File: config.mk
export PLATFORM = sky130hd
export DESIGN_NAME = cvc_core_irq_cfg
export DESIGN_NICKNAME = d
export VERILOG_FILES = /design/src/cvc_pkg.sv /design/src/cvc_core_irq_cfg.sv
export SDC_FILE = /design/constraint.sdc
export NUM_CORES = 1
export LEC_CHECK = 0
export ABC_AREA = 0
export BUFFER_PORTS_ARGS = -buffer_cell sky130_fd_sc_hd__buf_2
export CAP_MARGIN = 20
export CORE_ASPECT_RATIO = 0.6
export CORE_MARGIN = 3
export CORE_UTILIZATION = 40
export DETAILED_ROUTE_END_ITERATION = 10
export PLACE_DENSITY = 0.66
export SLEW_MARGIN = 20
export SYNTH_ARGS = -nofsm -noshare
export SYNTH_HDL_FRONTEND = slang
export SYNTH_SLANG_ARGS = --single-unit
File: constraint.sdc
create_clock -name clk -period 8 [get_ports clk]
set_input_delay 0.8 -clock clk [delete_from_list [all_inputs] [get_ports clk]]
set_output_delay 0.8 -clock clk [all_outputs]
set_load 0.01 [all_outputs]
File: src/cvc_pkg.sv
package cvc_pkg;

  // ****************************************************************
  // exception vector map
  // ****************************************************************
  localparam logic [5:0] VEC_INIT_SP = 6'h00;
  localparam logic [5:0] VEC_INIT_PC = 6'h01;
  localparam logic [5:0] VEC_NMI = 6'h02;
  localparam logic [5:0] VEC_HARD_FAULT = 6'h03;
  localparam logic [5:0] VEC_SUPERVISOR_CALL = 6'h0b;
  localparam logic [5:0] VEC_PENDABLE_SERVICE = 6'h0e;
  localparam logic [5:0] VEC_SYSTEM_TICK = 6'h0f;
  localparam logic [5:0] VEC_IRQ_BASE = 6'h10;
  localparam logic [31:0] VEC_TABLE_BASE = 32'h0000_0000;
  localparam logic [31:0] VEC_ENTRY_BYTES = 32'h0000_0004;
  localparam logic [31:0] TICK_ENTRY_ADDR = 32'h0000_003c;

  // ****************************************************************
  // request numbers
  // ****************************************************************
  localparam int NUM_IRQ = 32;
  localparam int NUM_PRIO_REGS = 8;
  localparam int IRQ_PER_REG = 4;
  localparam int PRIO_FIELD_STRIDE = 8;
  localparam int PRIO_FIELD_OFFSET = 6;
  localparam int PRIO_WIDTH = 2;
  localparam int PRIO_LEVELS = 4;
  // bit set for each request that has a source attached
  localparam logic [31:0] IRQ_USED_MASK = 32'hfbff_ffe0;
  localparam logic [4:0] IRQ_FLASH_CMD = 5'h05;
  localparam logic [4:0] IRQ_LOW_VOLTAGE = 5'h06;
  localparam logic [4:0] IRQ_EXT_PIN = 5'h07;
  localparam logic [4:0] IRQ_I2C_FIRST = 5'h08;
  localparam logic [4:0] IRQ_SPI_FIRST = 5'h0a;
  localparam logic [4:0] IRQ_UART_FIRST = 5'h0c;
  localparam logic [4:0] IRQ_CONVERTER_ZERO = 5'h0f;
  localparam logic [4:0] IRQ_COMPARATOR_ZERO = 5'h10;
  localparam logic [4:0] IRQ_FLEX_TIMER_FIRST = 5'h11;
  localparam logic [4:0] IRQ_RTC_OVERFLOW = 5'h14;
  localparam logic [4:0] IRQ_COMPARATOR_ONE = 5'h15;
  localparam logic [4:0] IRQ_PERIODIC_FIRST = 5'h16;
  localparam logic [4:0] IRQ_KEYBOARD_FIRST = 5'h18;
  localparam logic [4:0] IRQ_UNUSED_26 = 5'h1a;
  localparam logic [4:0] IRQ_CLOCK_LOCK = 5'h1b;
  localparam logic [4:0] IRQ_WATCHDOG = 5'h1c;
  localparam logic [4:0] IRQ_PULSE_TIMER = 5'h1d;
  localparam logic [4:0] IRQ_CAN_RX = 5'h1e;
  localparam logic [4:0] IRQ_CAN_TX_ERR_WAKE = 5'h1f;

  // ****************************************************************
  // priority registers, tick timer, io port
  // ****************************************************************
  localparam logic [31:0] PRIO_IMPL_MASK = 32'hc0c0_c0c0;
  localparam logic [31:0] PRIO_RESET = 32'h0000_0000;
  localparam logic [3:0] TICK_DIV_LAST = 4'hf;
  localparam logic [31:0] TICK_CALIB_VALUE = 32'h0000_0000;
  localparam logic [23:0] TICK_TEN_MS = 24'h00_0000;
  localparam int TICK_WIDTH = 24;
  localparam logic [31:0] FAST_GPIO_RESET = 32'h0000_0000;
  localparam logic [3:0] HPROT_DATA_USER = 4'h1;
  localparam logic [3:0] HPROT_DATA_PRIV = 4'h3;

  typedef struct packed {
    logic req;
    logic is_irq;
    logic [4:0] irq;
    logic [5:0] vector;
    logic [1:0] prio;
    logic [31:0] addr;
  } cvc_exc_t;

  typedef struct packed {
    logic [NUM_PRIO_REGS-1:0][31:0] prio;
    logic [1:0] nmi_sync;
    logic [3:0] div_cnt;
    logic [TICK_WIDTH-1:0] tick_cnt;
    logic tick_pend;
    cvc_exc_t exc;
    logic [5:0] stacked_vector;
    logic priv;
    logic [31:0] prio_rdata;
    logic [31:0] fast_gpio;
    logic [31:0] io_rdata;
  } cvc_state_t;

  function automatic int prio_reg_index(input int irq);
    return irq / IRQ_PER_REG;
  endfunction : prio_reg_index

  function automatic int prio_field_lsb(input int irq);
    return PRIO_FIELD_STRIDE * (irq % IRQ_PER_REG) + PRIO_FIELD_OFFSET;
  endfunction : prio_field_lsb

  function automatic logic [31:0] vector_addr(input logic [5:0] vec);
    return VEC_TABLE_BASE + {26'h000_0000, vec} * VEC_ENTRY_BYTES;
  endfunction : vector_addr

endpackage : cvc_pkg
File: src/cvc_core_irq_cfg.sv
`timescale 1ns/1ps
// Overview of operation
// - four priority levels, each request has a two-bit priority field
// - request number is vector number minus 16; vector 16 is request 0
// - the stacked value on service is the taken exception's vector number
// - fixed system vectors 0,1,2,3,11,14; vectors 4-10,12,13 unused
// - system tick uses vector 15 at 0x3c; entries four bytes apart
// - requests 0-4 unused; 5-15 flash, voltage, pin, i2c, spi, uart, adc
// - request 16 comparator zero; 17-19 the three flex timers
// - tick clock select 1 means core clock, 0 means core clock / 16
// - ten millisecond calibration field always reads zero
// - non-maskable request only from active-low pin when mux selects it
// - dedicated 32-bit io port to fast gpio, one-cycle loads and stores
// - single 32-bit system bus interface for peripherals and memory
// - privileged and user execution levels both implemented
// - priority register index is request number divided by four
// - field lsb is 8 * (request mod 4) + 6, two bits wide
// - requests 20-31 timers, keyboards, lock, watchdog, can; 26 unused
module cvc_core_irq_cfg
  import cvc_pkg::*;
(
  input wire logic clk,
  input wire logic rst_n,
  input wire logic [NUM_IRQ-1:0] irq_req,
  input wire logic [NUM_IRQ-1:0] irq_enable,
  input wire logic nmi_pin_n,
  input wire logic nmi_pin_select,
  input wire logic hard_fault_req,
  input wire logic supervisor_call_req,
  input wire logic pendable_service_req,
  input wire logic exc_ack,
  input wire logic drop_to_user,
  input wire logic prio_wr,
  input wire logic [2:0] prio_idx,
  input wire logic [31:0] prio_wdata,
  output logic [31:0] prio_rdata,
  input wire logic tick_enable,
  input wire logic tick_clock_select,
  input wire logic [TICK_WIDTH-1:0] tick_reload,
  output logic [TICK_WIDTH-1:0] tick_current,
  output logic [31:0] tick_calibration,
  output logic [23:0] ten_ms_calibration,
  output cvc_exc_t exc_out,
  output logic [5:0] stacked_vector,
  output logic nmi_req,
  output logic priv_level,
  output logic [3:0] sys_hprot,
  input wire logic io_valid,
  input wire logic io_write,
  input wire logic [31:0] io_wdata,
  output logic [31:0] io_rdata,
  output logic [31:0] fast_gpio_port
);

  // ****************************************************************
  // state
  // ****************************************************************
  cvc_state_t st_reg;
  cvc_state_t st_next;

  // ****************************************************************
  // helpers
  // ****************************************************************
  function automatic logic nmi_asserted(
    input logic pin_selected,
    input logic pin_sync_n
  );
    return pin_selected && !pin_sync_n;
  endfunction : nmi_asserted

  function automatic logic [3:0] hprot_for(input logic privileged);
    return privileged ? HPROT_DATA_PRIV : HPROT_DATA_USER;
  endfunction : hprot_for

  // ****************************************************************
  // working signals
  // ****************************************************************
  logic nmi_active;
  logic tick_step;
  logic tick_wrap;
  logic [NUM_IRQ-1:0] irq_live;
  logic best_valid;
  logic [1:0] best_prio;
  logic [4:0] best_irq;
  logic [1:0] field;
  cvc_exc_t sel;

  // ****************************************************************
  // next state
  // ****************************************************************
  always_comb begin
    st_next = st_reg;
    field = 2'h0;
    sel = '0;

    // nmi pin synchroniser, second stage only is read
    st_next.nmi_sync = {st_reg.nmi_sync[0], nmi_pin_n};
    nmi_active = nmi_asserted(nmi_pin_select, st_reg.nmi_sync[1]);

    // priority register write, unimplemented bits read zero
    if (prio_wr) begin
      st_next.prio[prio_idx] = prio_wdata & PRIO_IMPL_MASK;
    end
    st_next.prio_rdata = st_reg.prio[prio_idx];

    // tick prescaler and counter
    tick_step = 1'b0;
    if (tick_enable) begin
      st_next.div_cnt = st_reg.div_cnt + 4'h1;
      tick_step = tick_clock_select ? 1'b1 :
                  (st_reg.div_cnt == TICK_DIV_LAST);
    end else begin
      st_next.div_cnt = 4'h0;
    end
    tick_wrap = 1'b0;
    if (tick_step) begin
      if (st_reg.tick_cnt == '0) begin
        st_next.tick_cnt = tick_reload;
      end else begin
        st_next.tick_cnt = st_reg.tick_cnt - 1'b1;
        tick_wrap = (st_reg.tick_cnt == 24'h00_0001);
      end
    end

    // unused request lines are masked off
    irq_live = irq_req & irq_enable;
    irq_live = irq_live & IRQ_USED_MASK;

    // lowest priority value wins, ties go to lowest request number
    best_valid = 1'b0;
    best_prio = 2'h3;
    best_irq = 5'h00;
    for (int i = 0; i < NUM_IRQ; i++) begin
      field = st_reg.prio[prio_reg_index(i)]
        [prio_field_lsb(i) +: PRIO_WIDTH];
      if (irq_live[i] && (!best_valid || field < best_prio)) begin
        best_valid = 1'b1;
        best_prio = field;
        best_irq = i[4:0];
      end
    end

    // fixed system exceptions first, then peripheral requests
    sel.req = 1'b1;
    if (nmi_active) begin
      sel.vector = VEC_NMI;
    end else if (hard_fault_req) begin
      sel.vector = VEC_HARD_FAULT;
    end else if (supervisor_call_req) begin
      sel.vector = VEC_SUPERVISOR_CALL;
    end else if (pendable_service_req) begin
      sel.vector = VEC_PENDABLE_SERVICE;
    end else if (st_reg.tick_pend) begin
      sel.vector = VEC_SYSTEM_TICK;
    end else if (best_valid) begin
      sel.is_irq = 1'b1;
      sel.irq = best_irq;
      sel.prio = best_prio;
      sel.vector = VEC_IRQ_BASE + {1'b0, best_irq};
    end else begin
      sel.req = 1'b0;
    end
    sel.addr = vector_addr(sel.vector);
    st_next.exc = sel;

    // exception taken by the core
    if (exc_ack && st_reg.exc.req) begin
      st_next.stacked_vector = st_reg.exc.vector;
      st_next.priv = 1'b1;
    end else if (drop_to_user) begin
      st_next.priv = 1'b0;
    end
    // set wins over the clear on the same cycle
    if (tick_wrap) begin
      st_next.tick_pend = 1'b1;
    end else if (exc_ack && st_reg.exc.req &&
                 st_reg.exc.vector == VEC_SYSTEM_TICK) begin
      st_next.tick_pend = 1'b0;
    end

    // single-cycle io port to fast gpio
    if (io_valid && io_write) begin
      st_next.fast_gpio = io_wdata;
    end
    if (io_valid && !io_write) begin
      st_next.io_rdata = st_reg.fast_gpio;
    end
  end

  // ****************************************************************
  // registers
  // ****************************************************************
  always_ff @(posedge clk) begin
    if (!rst_n) begin
      st_reg <= '0;
      st_reg.prio <= {NUM_PRIO_REGS{PRIO_RESET}};
      st_reg.nmi_sync <= 2'h3;
      st_reg.priv <= 1'b1;
      st_reg.fast_gpio <= FAST_GPIO_RESET;
    end else begin
      st_reg <= st_next;
    end
  end

  // ****************************************************************
  // outputs
  // ****************************************************************
  assign prio_rdata = st_reg.prio_rdata;
  assign tick_current = st_reg.tick_cnt;
  assign tick_calibration = TICK_CALIB_VALUE;
  assign ten_ms_calibration = TICK_TEN_MS;
  assign exc_out = st_reg.exc;
  assign stacked_vector = st_reg.stacked_vector;
  assign nmi_req = nmi_asserted(nmi_pin_select, st_reg.nmi_sync[1]);
  assign priv_level = st_reg.priv;
  assign sys_hprot = hprot_for(st_reg.priv);
  assign io_rdata = st_reg.io_rdata;
  assign fast_gpio_port = st_reg.fast_gpio;

endmodule : cvc_core_irq_cfg

Word-level counts from Yosys, hierarchy flattened. Index checks and enable logic that the tools add are counted.

Mux-type cells: 103. Reductions and logical operators: 89. Bitwise logic cells: 3. Eq/ne operators: 3. $lt $le $gt $ge: 27. Add/subtract/negate cells: 3.

Operators with widths (count): 256-bit bitwise mux (1); 5-bit two-way mux (24); 32-bit binary-select mux with 3-bit select (1); 32-bit demux with 3-bit select (1); 32-bit two-way mux (2); 2-bit two-way mux (27); 2-bit less-than comparator (25); 7-bit two-way mux (5); 1-bit two-way mux (33); 32-bit bitwise AND (1); 1-bit logical AND (31); 6-bit two-way mux (5); 1-bit logical NOT (27); 1-bit logical OR (25); 24-bit by 1-bit == test with 1-bit output, second input constant (1); 24-bit logical NOT (1); 24-bit two-way mux (1); 24-bit by 1-bit subtractor with 24-bit output, second input constant (1); 14-bit two-way mux (1); 7-bit OR reduction (1); 5-bit by 5-bit adder with 6-bit output, first input constant (1); 6-bit by 4-bit == test with 1-bit output, second input constant (1); 3-bit two-way mux (2); 6-bit OR reduction (1); other kinds (8) (9).

Output and inout port bits: 235. Bits in registers: 431. Logic and storage cells: 251. Bits of input ports: 169.

Logic depth before layout (Yosys ltp).
Depth in word-level cells: 109. Depth in mapped cells: 28. Gate-level depth less buffers: 26.

Least setup slack after synthesis. No wires, ideal clock.

Kind: input port to flip-flop. From: input irq_req[14]. To: register st_reg (netlist bit exc_out[5]). Stages on the path: 25. Buffers on the path: 1. Library setup time: 0.125 ns. Setup slack: 1.387 ns. Data required time: 7.875 ns. Data arrival time: 6.487 ns. Path through: and3b_2 or2_1 buf_6 or4_2 o31ai_1 a211oi_1 a221o_1 o21bai_4 a41o_1 o311ai_1 a31oi_1 mux2i_1 ha_1 or2_2 a21oi_1 nor3_1 o21ai_0 o31ai_1 ha_1 nor2_1 nor2_1 nor2_1 or2_2 or3_4 o41a_1.

Word-level cells in the longest chain between the ends: 74. Elaborated cells between the ends (all ways): 123. Classes of those cells: add/sub: 1; order compare: 16; mux: 56; bitwise: 1; reduce/logical: 49.

RTL lines: start: declaration (line cvc_core_irq_cfg.sv:24) `input wire logic [NUM_IRQ-1:0] irq_req,`; 32-bit bitwise AND * (line cvc_core_irq_cfg.sv:126) `irq_live = irq_req & irq_enable;`; 1-bit logical AND * (line cvc_core_irq_cfg.sv:136) `if (irq_live[i] && (!best_valid || field < best_prio)) begin`; 2-bit two-way mux or 1-bit two-way mux (tied branches) (line cvc_core_irq_cfg.sv:136); 2-bit less-than comparator or 1-bit logical NOT (tied branches) (line cvc_core_irq_cfg.sv:136); 1-bit logical OR (line cvc_core_irq_cfg.sv:136); 1-bit logical AND (line cvc_core_irq_cfg.sv:136); 2-bit two-way mux or 1-bit two-way mux (tied branches) (line cvc_core_irq_cfg.sv:136); 2-bit less-than comparator or 1-bit logical NOT (tied branches) (line cvc_core_irq_cfg.sv:136); [... 58 more ...]; 5-bit two-way mux (line cvc_core_irq_cfg.sv:136); 5-bit by 5-bit adder with 6-bit output (line cvc_core_irq_cfg.sv:159) `sel.vector = VEC_IRQ_BASE + {1'b0, best_irq};`; 14-bit two-way mux * (line cvc_core_irq_cfg.sv:155) `end else if (best_valid) begin`; 6-bit two-way mux * (line cvc_core_irq_cfg.sv:153) `end else if (st_reg.tick_pend) begin`; 6-bit two-way mux * (line cvc_core_irq_cfg.sv:151) `end else if (pendable_service_req) begin`; 6-bit two-way mux * (line cvc_core_irq_cfg.sv:149) `end else if (supervisor_call_req) begin`; 6-bit two-way mux * (line cvc_core_irq_cfg.sv:147) `end else if (hard_fault_req) begin`; 6-bit two-way mux * (line cvc_core_irq_cfg.sv:145) `if (nmi_active) begin`; end signal: assignment (line cvc_core_irq_cfg.sv:201) `st_reg <= st_next;`; end: declaration (line cvc_core_irq_cfg.sv:58) `cvc_state_t st_reg;`.

Mark *: on every way between the ends. The rest lies on a longest branch, timed or not. A chain may end at the register's enable or synchronous reset.

Worst setup path after layout.
From: register st_reg[260] (netlist bit). To: register st_reg (netlist bit exc_out[5]).

Word-level cells in the longest chain between the ends: 95. Elaborated cells between the ends (all ways): 159. Classes of those cells: add/sub: 1; order compare: 22; mux: 71; reduce/logical: 65.

RTL lines (line): 2-bit less-than comparator (cvc_core_irq_cfg.sv:136); 1-bit logical OR (cvc_core_irq_cfg.sv:136); 1-bit logical AND (cvc_core_irq_cfg.sv:136); 2-bit two-way mux or 1-bit two-way mux (tied branches) (cvc_core_irq_cfg.sv:136); 2-bit less-than comparator or 1-bit logical NOT (tied branches) (cvc_core_irq_cfg.sv:136); 1-bit logical OR (cvc_core_irq_cfg.sv:136); 1-bit logical AND (cvc_core_irq_cfg.sv:136); 2-bit two-way mux or 1-bit two-way mux (tied branches) (cvc_core_irq_cfg.sv:136); [... 79 more ...]; 5-bit two-way mux (cvc_core_irq_cfg.sv:136); 5-bit by 5-bit adder with 6-bit output (cvc_core_irq_cfg.sv:159); 14-bit two-way mux * (cvc_core_irq_cfg.sv:155); 6-bit two-way mux * (cvc_core_irq_cfg.sv:153); 6-bit two-way mux * (cvc_core_irq_cfg.sv:151); 6-bit two-way mux * (cvc_core_irq_cfg.sv:149); 6-bit two-way mux * (cvc_core_irq_cfg.sv:147); 6-bit two-way mux * (cvc_core_irq_cfg.sv:145).

Marks and branches as above.

==> metrics.md <==
| Metric | Value |
|---|---|
| Status | finished, final reports clean |
| Worst endpoint required time | between 8000 and 9000 ps |
| Hold Path End | st_reg[180] |
| Synthesized cell area | roughly 12000 um2 |
| Global route total overflow | 0 |
| Setup repair bufs after CTS | 0 |
| CTS Sinks | 188 |
| Post-DP HPWL | between 30 and 40 mm |
| Final Hold Fails | 0 |
| Clock latency on the worst-skew pair | 440 ps |
| Top cell type by total area after synthesis | dfxtp_1 |
| Pwr dens | roughly 220 nW/um2 |
| Sequential power share | 38.1% |
| Clk pwr share | 30.9% |
| Reg2Reg Capture Point | exc_out[5] |
| Final Power | roughly 2900 uW |
| First-pass GRT wire length | ~58 mm |
| Switching Power | 1050 uW |
| Vias | 11377 |
| Final Net Count | roughly 1900 |
| TritonCTS Buffers | 17 |
| HP Class | register to register |
| Drc violations | 0 |
| Sw Ratio | 36.7% |
| Row count | 48 |
| Final cell count without fillers | approximately 2100 |
| FF-to-FF Start | st_reg[260] |
| Die width | about 230 um |
| Relative max-transition margin | approximately a third |
| Skew final | ~8.7 ps |
| Fmax | about 140 MHz |
| Die area | 32700 um2 |
| Commonest cells in the netlist | 353 x nand2_1, 233 x buf_4, 188 x dfxtp_1, 127 x a21oi_1, 99 x nor2_1 |
| Die Y | roughly 140 um |
| Register bit total from synthesis | about 190 |
| Post-Syn Area per Cell | roughly 7.6 um2 |
| Setup ws final | roughly 660 ps |
| CP Launch Type | register |
| Reg clk slew, reported paths | about 70 ps |
| Async set or reset register ratio after synthesis | 0% |
| Pin count of the biggest net entering global routing | 95 |
| Post-synth EDFFs | 0 |
| P&R area growth vs syn | 7.34% |
| Starting Density | 41.5% |
| Fin crit period | approximately 7300 ps |
| RSZ-0062 raised after global routing | no |
| Post-Route WL | around 39 mm |
| Placed cell areas | about 12000 um2 |
| Critical path class | register to register |
| Worst hold start | st_next[180] |
| IO Count | a little over 400 |
| Logic pwr share | between 30% and 40% |
| Slew Viols, Final | 0 |
| Max reg flops | a little under 70 |
| WL/cell | about 18 um |
| CTS root buf | clkbuf_16 |
| Gate Count Post-Synth | 1607 |
| CTS tree | done |
| Antenna-violating nets left | 0 |
| Yosys warnings | 0 |
| Post-synth cell types | between 90 and 100 |
| Std-Cell Core Area | between 20000 and 30000 um2 |
| Vias in the first global route | 9894 |
| Fill count | approximately 3000 |
| Drt pass-1 iters | 5 |
| R2r worst-path depth | 25 |
| Initial antenna violation count | 5 |
| Post-route design area | approximately 13000 um2 |
| Hold-fix buffers, CTS | 0 |
| CTS max path bufs | 2 |
| PortBufs | roughly 260 |
| Cell with the most instances after synthesis | nand2_1 |
| Peak VDD IR | about 0.00014 V |
| Post-route setup TNS | 0 ps |
| Gpl congestion | roughly 0.95 |
| Ys flop type | dfxtp_1 |
| Total GRT Usage | a little under a quarter |
| Vias per std cell | around 5.4 |
| Max-cap check violation count | 0 |
| Setup slack, reg-to-reg | approximately 660 ps |
| CP Data Arrival Time | roughly 7700 ps |
| Drt first-iter violations | approximately 1200 |
| CP Capture Type | register |
| Worst-path maximum fanout | 16 |
| Seq/Total Area, Yosys | between 30% and 40% |
| Post-CTS sizing | 0 |
| Synth area leaders | dfxtp_1 31%, buf_4 14%, nand2_1 11%, a21oi_1 5.2%, a21boi_0 4.2% |
| Share of Yosys cell area claimed by the top area cell type | 30.9% |
| Leakage power | roughly 0.0054 uW |
| Layout cells sized above 1 | 20.6% |
| H-tree levels | 4 |
| Fin crit share | a little over 90% |
| Hold Path Depth | 1 |
| Worst slew pin tran | slightly above 1000 ps |
| # placed instances | roughly 2100 |
| Cell Int Power | ~1800 uW |
| DP Worst Slack | 422 ps |
| Final Setup Violations | 0 |
==> metal layers <==
layer  track usage (%)  vias up  wire, um  part of all wire, %
li1                  -     5482         -                    -
met1              34.6     5324     18200                   47
met3              7.63       37      4470                   12
met2              30.0      534     15500                   40
met4              5.24        0       442                  1.1
met5                 0        -         0                    0
==> final cells by class <==
| type | instances | area, um2 | area share, % |
|---|---|---|---|
| antenna | 4 | 10.0 | 0.0765 |
| clock buffer | 21 | 480 | 3.67 |
| clock inverter | 11 | 133 | 1.01 |
| inverter | 29 | 109 | 0.832 |
| multi-input combinational | 1200 | 6710 | 51.3 |
| sequential | 188 | 3760 | 28.8 |
| tap | 400 | 500 | 3.83 |
| timing repair buffer | 269 | 1370 | 10.5 |
==> worst max-delay path: stages, from the launching register on <==
cell	delay [ps]
dfxtp_1	470
nand3b_1	290
o211a_1	330
nand3_4	200
or4_2	720
o31ai_1	490
a211oi_1	130
a221o_1	400
o21bai_4	180
a41o_1	270
o311ai_1	120
a31oi_1	360
mux2i_1	270
ha_1	260
or2_2	290
a21oi_1	230
nor3_1	130
o21ai_0	240
o31ai_1	120
ha_1	290
nor2_1	40
nor2_1	80
nor2_1	80
or2_2	330
or3_4	420
o41a_1	450
==> power by group through the flow <==
stage               logic (uW)  registers, uW  clock network (uW)
finish                     885           1090                 882
global route              1000           1100                 936
CTS                        877           1080                 897
detailed placement         871           1110                   0
global placement           854           1100                   0
floorplan                  737           1080                   0
==> through the flow <==
stage | util (%) | hold slack (ps)
finish | 44.5 | 420
CTS | 44.5 | 418
floorplan | - | 386
global route | 44.5 | 453
detailed placement | 42.4 | 396
global placement | 42.4 | 397
==> cells by family after synthesis <==
logic type,count (synthesis),share of synthesized area (%)
AO/OA/AOI/OAI,401,22.2
XOR/XNOR,2,0.144
adder cells (fa/ha/maj),6,0.596
buffers and inverters,326,17.4
flip-flops,188,30.9
multiplexers,26,3.81
other,2,0.0616
AND/OR/NAND/NOR,656,24.9
==> worst max path at each step <==
stage / from / to / slack [ps] / cells past startpoint
after floorplan: irq_req[14] / exc_out[5] / 1390 / 25
after global routing: irq_req[5] / exc_out[33] / 160 / 28
after detailed placement: irq_req[5] / exc_out[5] / 420 / 26
final: st_reg[260] / exc_out[5] / 660 / 25
after global placement: irq_enable[9] / exc_out[5] / 530 / 26
after CTS: st_reg[260] / exc_out[5] / 850 / 25
==> placed cells by master (no fill, tap or decap), types with 7 or more instances in the layout <==
cell / instances
nand2_1: 353
o21bai_1: 7
a31oi_1: 9
or3_1: 7
buf_4: 11
nand3b_1: 13
o21ai_0: 43
a22oi_1: 10
mux4_2: 15
nor2_1: 98
nand4_1: 10
nor4_1: 12
a21oi_1: 127
o31ai_1: 12
a21boi_0: 68
clkbuf_16: 17
mux2i_1: 10
conb_1: 109
a21o_1: 9
o31a_1: 9
dfxtp_1: 188
o22ai_1: 13
o21a_1: 9
nand2b_1: 18
or2_2: 7
buf_2: 258
nor3_1: 24
nor2b_1: 19
a211oi_1: 8
nand3_1: 38
and2_1: 12
inv_1: 28
Note: power is estimated with default switching activity, not from simulation.
